`src/hw/ppms_map.vh`:
```
// ppms_map.vh - constants of the peripheral pin multiplexer
// assumes inclusion by bare name from the design files under hw/
`ifndef PPMS_MAP_VH
`define PPMS_MAP_VH

// external_bus_select_reg layout
`define PPMS_SEL_RESET       16'h0000
`define PPMS_PP_LSB          12
`define PPMS_PP_MSB          14
`define PPMS_SP1_LSB         10
`define PPMS_SP1_MSB         11
`define PPMS_ADDR_LSB        0
`define PPMS_ADDR_MSB        5

// pulldown inhibit registers, reset leaves every pulldown on
`define PPMS_PD_RESET        16'h0000
`define PPMS_PDC_LSB         2
`define PPMS_PDC_MSB         15
`define PPMS_PDA_LSB         0
`define PPMS_PDA_MSB         5

// parallel-port route codes
`define PPMS_PP_LCD          3'h0
`define PPMS_PP_SPI_UART     3'h1
`define PPMS_PP_GPIO         3'h2
`define PPMS_PP_SPI_I2S3     3'h3
`define PPMS_PP_I2S2_UART    3'h4
`define PPMS_PP_SPI_UARTH    3'h5
`define PPMS_PP_SPI_I2S      3'h6

// serial-port-1 route codes
`define PPMS_SP1_CARD        2'h0
`define PPMS_SP1_I2S         2'h1
`define PPMS_SP1_GPIO        2'h2

// source index space, 7 bits
`define PPMS_SRC_W           7
`define PPMS_SRC_N           88
`define PPMS_SRC_GP          7'h00
`define PPMS_SRC_LCD         7'h20
`define PPMS_SRC_SPI         7'h35
`define PPMS_SRC_UART        7'h3c
`define PPMS_SRC_I2S2        7'h40
`define PPMS_SRC_I2S3        7'h44
`define PPMS_SRC_CARD        7'h48
`define PPMS_SRC_I2S1        7'h4e
`define PPMS_SRC_ADDR        7'h52

// spi sub-index within its group
`define PPMS_SPI_CLK         7'h00
`define PPMS_SPI_CS0         7'h01
`define PPMS_SPI_RX          7'h05
`define PPMS_SPI_TX          7'h06

// pad index space
`define PPMS_PAD_N           33
`define PPMS_PAD_SP1         21
`define PPMS_PAD_ADDR        27

`endif

```
`src/hw/ppms_pin_slice.v`:
```
// ppms_pin_slice.v - one shared pad: picks its source and registers it
// assumes the source vectors are synchronous to clock_i
`timescale 1ns/10ps
`default_nettype none
`include "ppms_map.vh"

module ppms_pin_slice (
	input  wire                     clock_i,
	input  wire                     rst_n_i,
	input  wire [`PPMS_SRC_W-1:0]   sel_i,
	input  wire [`PPMS_SRC_N-1:0]   src_out_i,
	input  wire [`PPMS_SRC_N-1:0]   src_oe_i,
	output reg                      pad_out_o,
	output reg                      pad_oe_o
);

	////////////////////////////////////////////////////////////////////////
	// registered pad drive from the selected source
	always @(posedge clock_i or negedge rst_n_i) begin
		if (!rst_n_i) begin
			pad_out_o <= 1'b0;
			pad_oe_o  <= 1'b0;
		end else begin
			pad_out_o <= src_out_i[sel_i];
			pad_oe_o  <= src_oe_i[sel_i];
		end
	end

endmodule // ppms_pin_slice
`default_nettype wire

```
`src/hw/ppms_pin_mux.v`:
```
// ppms_pin_mux.v - peripheral pin multiplexer for three pin groups
// assumes all inputs synchronous to clock_i; pads resolved outside
`timescale 1ns/10ps
`default_nettype none
`include "ppms_map.vh"

module ppms_pin_mux (
	input  wire        clock_i,
	input  wire        rst_n_i,
	// register load strobes and shared write data
	input  wire        select_wr_i,
	input  wire        pd_c_wr_i,
	input  wire        pd_a_wr_i,
	input  wire [15:0] wr_data_i,
	output wire [15:0] external_bus_select_reg_o,
	output wire [15:0] pulldown_inhibit_reg_c_o,
	output wire [15:0] pulldown_inhibit_reg_a_o,
	// pulldown enables of controllable pins
	output reg  [15:2] pport_pulldown_en_o,
	output reg  [5:0]  sport1_pulldown_en_o,
	// pads: 0-15 lcd data, 16 en, 17 cs0, 18 cs1, 19 rw, 20 rs,
	// 21-26 serial port 1, 27-32 address 15-20
	input  wire [32:0] pad_in_i,
	output wire [32:0] pad_out_o,
	output wire [32:0] pad_oe_o,
	// general purpose io, indexed by line number
	input  wire [31:0] gp_out_i,
	input  wire [31:0] gp_oe_i,
	output wire [31:0] gp_in_o,
	// lcd bridge, indexed as the pads
	input  wire [20:0] lcd_out_i,
	input  wire [20:0] lcd_oe_i,
	output wire [20:0] lcd_in_o,
	// spi: clk, cs0, cs1, cs2, cs3, rx, tx
	input  wire [6:0]  spi_out_i,
	input  wire [6:0]  spi_oe_i,
	output wire [6:0]  spi_in_o,
	// uart: rts, cts, rxd, txd
	input  wire [3:0]  uart_out_i,
	input  wire [3:0]  uart_oe_i,
	output wire [3:0]  uart_in_o,
	// i2s port 2: clk, fs, rx, dx
	input  wire [3:0]  i2s2_out_i,
	input  wire [3:0]  i2s2_oe_i,
	output wire [3:0]  i2s2_in_o,
	// i2s port 3: clk, fs, rx, dx
	input  wire [3:0]  i2s3_out_i,
	input  wire [3:0]  i2s3_oe_i,
	output wire [3:0]  i2s3_in_o,
	// card port 1: clock, command, data 0-3
	input  wire [5:0]  card1_out_i,
	input  wire [5:0]  card1_oe_i,
	output wire [5:0]  card1_in_o,
	// i2s port 1: clk, fs, dx, rx
	input  wire [3:0]  i2s1_out_i,
	input  wire [3:0]  i2s1_oe_i,
	output wire [3:0]  i2s1_in_o,
	// external memory address lines 15-20, output only
	input  wire [5:0]  mem_addr_i
);

	////////////////////////////////////////////////////////////////////////
	// routing decode functions

	// source of parallel-port pad p under route code m
	function [`PPMS_SRC_W-1:0] pp_src;
		input [2:0] m;
		input [4:0] p;
		reg   [6:0] lcd;
		reg   [6:0] q;
		begin
			lcd = `PPMS_SRC_LCD + {2'h0, p};
			q   = {2'h0, p} - 7'h08;
			pp_src = lcd;
			if (m == `PPMS_PP_SPI_UART || m == `PPMS_PP_SPI_I2S) begin
				if (p >= 5'd16)
					pp_src = `PPMS_SRC_SPI + {2'h0, p} - 7'h10;
				else if (p == 5'd0)
					pp_src = `PPMS_SRC_SPI + `PPMS_SPI_RX;
				else if (p == 5'd1)
					pp_src = `PPMS_SRC_SPI + `PPMS_SPI_TX;
				else if (p <= 5'd7)
					pp_src = `PPMS_SRC_GP + {2'h0, p} + 7'h0a;
			end
			if (p >= 5'd8 && p <= 5'd15) begin
				case (m)
				`PPMS_PP_SPI_UART: begin
					pp_src = (p < 5'd12) ? `PPMS_SRC_I2S2 + q
					                     : `PPMS_SRC_UART + q - 7'h04;
				end
				`PPMS_PP_GPIO: begin
					pp_src = (p < 5'd11) ? {2'h0, p} + 7'h0a
					                     : {2'h0, p} + 7'h10;
				end
				`PPMS_PP_SPI_I2S3: begin
					pp_src = (p < 5'd12) ? spi_hi(q)
					                     : `PPMS_SRC_I2S3 + q - 7'h04;
				end
				`PPMS_PP_I2S2_UART: begin
					pp_src = (p < 5'd12) ? `PPMS_SRC_I2S2 + q
					                     : `PPMS_SRC_UART + q - 7'h04;
				end
				`PPMS_PP_SPI_UARTH: begin
					pp_src = (p < 5'd12) ? spi_hi(q)
					                     : `PPMS_SRC_UART + q - 7'h04;
				end
				`PPMS_PP_SPI_I2S: begin
					pp_src = (p < 5'd12) ? `PPMS_SRC_I2S2 + q
					                     : `PPMS_SRC_I2S3 + q - 7'h04;
				end
				default: begin
					pp_src = lcd;
				end
				endcase
			end
		end
	endfunction

	// spi signal on upper data pads 8-11: clk, cs0, rx, tx
	function [`PPMS_SRC_W-1:0] spi_hi;
		input [6:0] q;
		begin
			case (q[1:0])
			2'h0:    spi_hi = `PPMS_SRC_SPI + `PPMS_SPI_CLK;
			2'h1:    spi_hi = `PPMS_SRC_SPI + `PPMS_SPI_CS0;
			2'h2:    spi_hi = `PPMS_SRC_SPI + `PPMS_SPI_RX;
			default: spi_hi = `PPMS_SRC_SPI + `PPMS_SPI_TX;
			endcase
		end
	endfunction

	// source of serial-port-1 pad s under route code m
	function [`PPMS_SRC_W-1:0] sp1_src;
		input [1:0] m;
		input [2:0] s;
		begin
			case (m)
			`PPMS_SP1_I2S: begin
				sp1_src = (s < 3'd4) ? `PPMS_SRC_I2S1 + {4'h0, s}
				                     : {4'h0, s} + 7'h06;
			end
			`PPMS_SP1_GPIO: begin
				sp1_src = {4'h0, s} + 7'h06;
			end
			default: begin
				sp1_src = `PPMS_SRC_CARD + {4'h0, s};
			end
			endcase
		end
	endfunction

	////////////////////////////////////////////////////////////////////////
	// control registers

	reg  [15:0] select_reg;
	reg  [15:0] pd_c_reg;
	reg  [15:0] pd_a_reg;
	wire [2:0]  pp_mode;
	wire [1:0]  sp1_mode;
	wire [5:0]  addr_bits;

	// software loads; the select register is the only routing control
	always @(posedge clock_i or negedge rst_n_i) begin
		if (!rst_n_i) begin
			select_reg <= `PPMS_SEL_RESET;
			pd_c_reg   <= `PPMS_PD_RESET;
			pd_a_reg   <= `PPMS_PD_RESET;
		end else begin
			if (select_wr_i)
				select_reg <= wr_data_i;
			if (pd_c_wr_i)
				pd_c_reg <= wr_data_i;
			if (pd_a_wr_i)
				pd_a_reg <= wr_data_i;
		end
	end

	assign pp_mode   = select_reg[`PPMS_PP_MSB:`PPMS_PP_LSB];
	assign sp1_mode  = select_reg[`PPMS_SP1_MSB:`PPMS_SP1_LSB];
	assign addr_bits = select_reg[`PPMS_ADDR_MSB:`PPMS_ADDR_LSB];
	assign external_bus_select_reg_o = select_reg;
	assign pulldown_inhibit_reg_c_o  = pd_c_reg;
	assign pulldown_inhibit_reg_a_o  = pd_a_reg;

	// pulldowns follow inhibit bits only, whatever the routing
	always @(posedge clock_i or negedge rst_n_i) begin
		if (!rst_n_i) begin
			pport_pulldown_en_o  <= 14'h3fff;
			sport1_pulldown_en_o <= 6'h3f;
		end else begin
			pport_pulldown_en_o  <= ~pd_c_reg[`PPMS_PDC_MSB:`PPMS_PDC_LSB];
			sport1_pulldown_en_o <= ~pd_a_reg[`PPMS_PDA_MSB:`PPMS_PDA_LSB];
		end
	end

	////////////////////////////////////////////////////////////////////////
	// flattened source vectors, index order as the source map

	wire [`PPMS_SRC_N-1:0] src_out;
	wire [`PPMS_SRC_N-1:0] src_oe;
	reg  [`PPMS_SRC_N-1:0] next_src_in;
	reg  [`PPMS_SRC_N-1:0] src_in;
	reg  [`PPMS_SRC_W-1:0] pad_sel [0:`PPMS_PAD_N-1];
	integer                i;
	integer                j;

	assign src_out = {mem_addr_i, i2s1_out_i, card1_out_i, i2s3_out_i,
	                  i2s2_out_i, uart_out_i, spi_out_i, lcd_out_i,
	                  gp_out_i};
	assign src_oe  = {6'h3f, i2s1_oe_i, card1_oe_i, i2s3_oe_i,
	                  i2s2_oe_i, uart_oe_i, spi_oe_i, lcd_oe_i, gp_oe_i};

	// per pad source selection
	always @* begin
		for (i = 0; i < `PPMS_PAD_SP1; i = i + 1)
			pad_sel[i] = pp_src(pp_mode, i[4:0]);
		for (i = 0; i < 6; i = i + 1) begin
			pad_sel[`PPMS_PAD_SP1 + i] = sp1_src(sp1_mode, i[2:0]);
			pad_sel[`PPMS_PAD_ADDR + i] = addr_bits[i] ?
				`PPMS_SRC_GP + 7'h15 + i[6:0] :
				`PPMS_SRC_ADDR + i[6:0];
		end
	end

	// return each pad level to the source that owns it, others read 0
	always @* begin
		next_src_in = {`PPMS_SRC_N{1'b0}};
		for (j = 0; j < `PPMS_PAD_N; j = j + 1)
			next_src_in[pad_sel[j]] = next_src_in[pad_sel[j]] |
			                          pad_in_i[j];
	end

	always @(posedge clock_i or negedge rst_n_i) begin
		if (!rst_n_i)
			src_in <= {`PPMS_SRC_N{1'b0}};
		else
			src_in <= next_src_in;
	end

	assign gp_in_o    = src_in[31:0];
	assign lcd_in_o   = src_in[52:32];
	assign spi_in_o   = src_in[59:53];
	assign uart_in_o  = src_in[63:60];
	assign i2s2_in_o  = src_in[67:64];
	assign i2s3_in_o  = src_in[71:68];
	assign card1_in_o = src_in[77:72];
	assign i2s1_in_o  = src_in[81:78];

	////////////////////////////////////////////////////////////////////////
	// pad drivers

	genvar g;
	generate
		for (g = 0; g < `PPMS_PAD_N; g = g + 1) begin : gen_pad
			ppms_pin_slice u_slice (
				.clock_i   (clock_i),
				.rst_n_i   (rst_n_i),
				.sel_i     (pad_sel[g]),
				.src_out_i (src_out),
				.src_oe_i  (src_oe),
				.pad_out_o (pad_out_o[g]),
				.pad_oe_o  (pad_oe_o[g])
			);
		end
	endgenerate

endmodule // ppms_pin_mux
`default_nettype wire

```
`config.mk`:
```
export PLATFORM = sky130hd
export DESIGN_NAME = ppms_pin_mux
export DESIGN_NICKNAME = d
export VERILOG_FILES = /design/src/hw/ppms_pin_slice.v /design/src/hw/ppms_pin_mux.v
export VERILOG_INCLUDE_DIRS = /design/src /design/src/hw
export SDC_FILE = /design/constraint.sdc
export NUM_CORES = 1
export LEC_CHECK = 0
export BUFFER_PORTS_ARGS = -buffer_cell sky130_fd_sc_hd__buf_2
export CELL_PAD_IN_SITES_DETAIL_PLACEMENT = 1
export CELL_PAD_IN_SITES_GLOBAL_PLACEMENT = 1
export CORE_MARGIN = 4
export CORE_UTILIZATION = 35
export CTS_CLUSTER_SIZE = 14
export DETAILED_ROUTE_END_ITERATION = 8
export PLACE_DENSITY = 0.89
export SYNTH_ARGS = -nofsm -noshare
export SYNTH_HDL_FRONTEND = slang
export SYNTH_SLANG_ARGS = --single-unit
```
`constraint.sdc`:
```
create_clock -name clock_i -period 2.5 [get_ports clock_i]
set_input_delay 0.25 -clock clock_i [delete_from_list [all_inputs] [get_ports clock_i]]
set_output_delay 0.25 -clock clock_i [all_outputs]
set_load 0.01 [all_outputs]
```
==> flow_summary.json <==
{
  "nets": 1496,
  "wire_per_inst_um": 23.8,
  "viasPerCell": 5.05,
  "ant_nets": 0,
  "status": "completed",
  "dp_hpwl_um": 25400,
  "max_cap_viol_count": 0,
  "htreeDepth": 1,
  "endpoint_kind": "flip-flop",
  "drc": 0,
  "relSlewSlack_pct": 56.6,
  "drt_iter0_markers": 501,
  "worstSetupPathType": "flip-flop to flip-flop",
  "reg2regPathDepth": 8,
  "clock-sinks": 216,
  "clockPowerShare_pct": 36.7,
  "synth_seq_cells": 216,
  "use_met2_pct": 45.0,
  "yosys.area.top_type_share_pct": 53.4,
  "total_power_mw": 9.74,
  "via_count": 8204,
  "rsz0062_at_grt": "false",
  "yosysSeqAreaShare_pct": 59.1,
  "dieArea_mm2": 0.0289,
  "final_cells": 1625,
  "cts.clk_slew.worst_paths_ns": 0.07,
  "yosys.area.top_type": "dfrtp_1",
  "worstHoldPathCells": 3,
  "grt_pass1_wl_um": 56600,
  "drive_gt1_share_pct": 46.5,
  "grt_pass1_vias": 9315,
  "p_switching_mw": 2.83,
  "yosysWarnings": 0,
  "met3_usage_pct": 6.18,
  "hold_path.class": "input port to flip-flop",
  "period_share_pct": 96.6,
  "report.final.slew_viol_count": 0,
  "pwr-share-comb_pct": 21.8,
  "setup_tns_ns": 0,
  "reg2reg_slack_ns": 0.09,
  "area_growth_pct": 45.6,
  "core_mm2": 0.0259,
  "syn_area_mm2": 0.00919,
  "grt-ovfl-total": 0,
  "grt_use_met1_pct": 28.9,
  "die_y_um": 170,
  "io_buffers": 431,
  "min_to": "pulldown_inhibit_reg_c_o[11]$_DFFE_PN0P_",
  "finClkSkew_ns": 0.0209,
  "cts_buffers": 25,
  "cts_tree": "built",
  "dp_cells": 1447,
  "ctsRootBufferMaster": "clkbuf_16",
  "arrival_ns": 2.86,
  "p_leak_nw": 6.73,
  "hold_viol": 0,
  "p_sw_share_pct": 29.0,
  "synth_area_per_cell_um2": 12.1,
  "ys_types": 49,
  "io_pins": 440,
  "start_util_pct": 35.5,
  "power_density_mw_per_mm2": 728,
  "timing.hold.ws_ns": 0.0195,
  "grt_max_degree": 79,
  "core.rowCount": 59,
  "busiest_layer": "met2",
  "antenna_found_initial": 5,
  "die_w_um": 170,
  "drt-total-wl_um": 38700,
  "dr.pass1.iters": 5,
  "max_slew.worst_pin.slew_ns": 0.647,
  "max_freq_mhz": 414,
  "gp_congestion": 0.871,
  "setup_viol": 0,
  "pwr-share-seq_pct": 41.5,
  "clkLatencyLatePin_ns": 0.53,
  "holdCritStartpoint": "wr_data_i[11]",
  "p_int_mw": 6.91,
  "period_needed_ns": 2.41,
  "grt_use_total_pct": 25.3,
  "r2r_start": "external_bus_select_reg_o[12]$_DFFE_PN0P_",
  "clk_path_buf_depth": 3,
  "required_ns": 2.95,
  "reg2reg_to": "gen_pad[1].u_slice.pad_oe_o$_DFF_PN0_",
  "crit_fanout": 16,
  "start_kind": "flip-flop",
  "synthTopCellsByArea": "dfrtp_1 (53%), mux2_2 (7.4%), buf_4 (6.0%)",
  "ir_drop_mv": 0.491,
  "synth_cells": 762
}
## through the flow
step	area [um^2]	util [%]	worst slack, ns
6_report	13400	51.6	0.0858
5_1_grt	13400	51.6	0.0258
4_1_cts	13300	51.4	0.0622
3_5_place_dp	11300	43.6	0.365
3_3_place_gp	11300	43.6	0.418
2_1_floorplan	9190	-	0.572
## state kept, by name (all words and copies together) (netlist names)
name and count:
pulldown_inhibit_reg_c_o 16, pulldown_inhibit_reg_a_o 16, gen_pad.u_slice.pad_oe_o 33, pport_pulldown_en_o 14, src_in 82, gen_pad.u_slice.pad_out_o 33, external_bus_select_reg_o 16, sport1_pulldown_en_o 6
## how the worst max path moves through the flow
stage                                                    from                                       to  slack, ns
floorplan           external_bus_select_reg_o[10]$_DFFE_PN0P_  gen_pad[24].u_slice.pad_out_o$_DFF_PN0_       0.57
global placement    external_bus_select_reg_o[10]$_DFFE_PN0P_  gen_pad[23].u_slice.pad_out_o$_DFF_PN0_       0.42
detailed placement  external_bus_select_reg_o[10]$_DFFE_PN0P_  gen_pad[23].u_slice.pad_out_o$_DFF_PN0_       0.37
CTS                 external_bus_select_reg_o[12]$_DFFE_PN0P_   gen_pad[1].u_slice.pad_out_o$_DFF_PN0_       0.06
global route        external_bus_select_reg_o[12]$_DFFE_PN0P_    gen_pad[1].u_slice.pad_oe_o$_DFF_PN0_       0.03
finish              external_bus_select_reg_o[12]$_DFFE_PN0P_    gen_pad[1].u_slice.pad_oe_o$_DFF_PN0_       0.09
## placed cells by master, fill, tap and decap left out, types with 14 or more instances in the layout
cell type,n
buf_2,430
dfrtp_1,194
dlygate4sd3_1,125
nand2_1,95
mux2_2,60
and2_1,42
o21ai_0,36
inv_1,26
clkbuf_16,25
buf_4,24
dfstp_2,20
a21oi_1,14
mux2i_1,14
## cell type report
cell class / count / area [um^2]
antenna: 3 / 7.51
clock buffer: 39 / 718
clock inverter: 7 / 68.8
fill: 2826 / 12500
inverter: 27 / 101
multi-input combinational: 413 / 2950
sequential: 216 / 5430
tap: 335 / 419
timing repair buffer: 585 / 3680
## timing repair
action | CTS | global route
hold endpoints to repair | 196 | 1
setup endpoints to repair | 0 | 5
gates resized for setup | 0 | 3
hold buffers | 124 | 1
setup buffers | 0 | 3
## synth_stat cells (all sizes together)
cell type	count
a41o	1
mux2i	14
a221oi	7
o22ai	11
nor2	12
o21a	7
a22oi	6
inv	26
and3	11
nand2b	10
nand3	8
a21o	6
clkbuf	18
nor3b	1
conb	1
mux4	11
nand2	95
nor2b	11
a41oi	2
a2bb2oi	2
and2	42
clkinv	1
ha	4
nor3	3
o31ai	3
a221o	3
mux2	60
a32o	2
nand4b	1
nand3b	2
dfrtp	196
or2	1
a311oi	5
o21ai	39
o211ai	5
a22o	3
a21oi	15
buf	90
a21boi	1
a211oi	6
dfstp	20
## cell families (layout without fill, tap and decap cells)
kind of cell | after synthesis | after routing | synth area share, %
compound gates | 124 | 125 | 9.14
fa+ha+maj | 4 | 4 | 0.545
buf+inv | 135 | 658 | 9.04
flops | 216 | 216 | 59.1
mux | 85 | 85 | 11.6
other cells | 1 | 5 | 0.0408
simple gates | 197 | 197 | 10.6
## routing by layer
metal / share of wire (%) / wire length (um) / up-vias
li1: - / - / 3540
met1: 36 / 14100 / 4126
met2: 52 / 20000 / 412
met3: 7.3 / 2820 / 122
met4: 4.6 / 1790 / 4
met5: 0.083 / 32 / -
## critical path, cell delays in order (launching register included)
cell and delay [ns]:
dfrtp_1 0.40, buf_6 0.18, nor3b_4 0.16, buf_4 0.16, a21oi_4 0.47, buf_6 0.20, nand2_1 0.06, nand2_1 0.08
dlygate4sd3_1 0.61
## power groups by stage
stage	Combinational, mW	Clock [mW]	Sequential (mW)
after floorplan	1.01	0	4.17
after global placement	1.81	0	4.06
after detailed placement	1.88	0	4.08
after CTS	2.07	3.64	4.02
after global routing	2.28	3.81	4.07
final	2.12	3.58	4.04
Note: power is estimated with default switching activity, not from simulation.
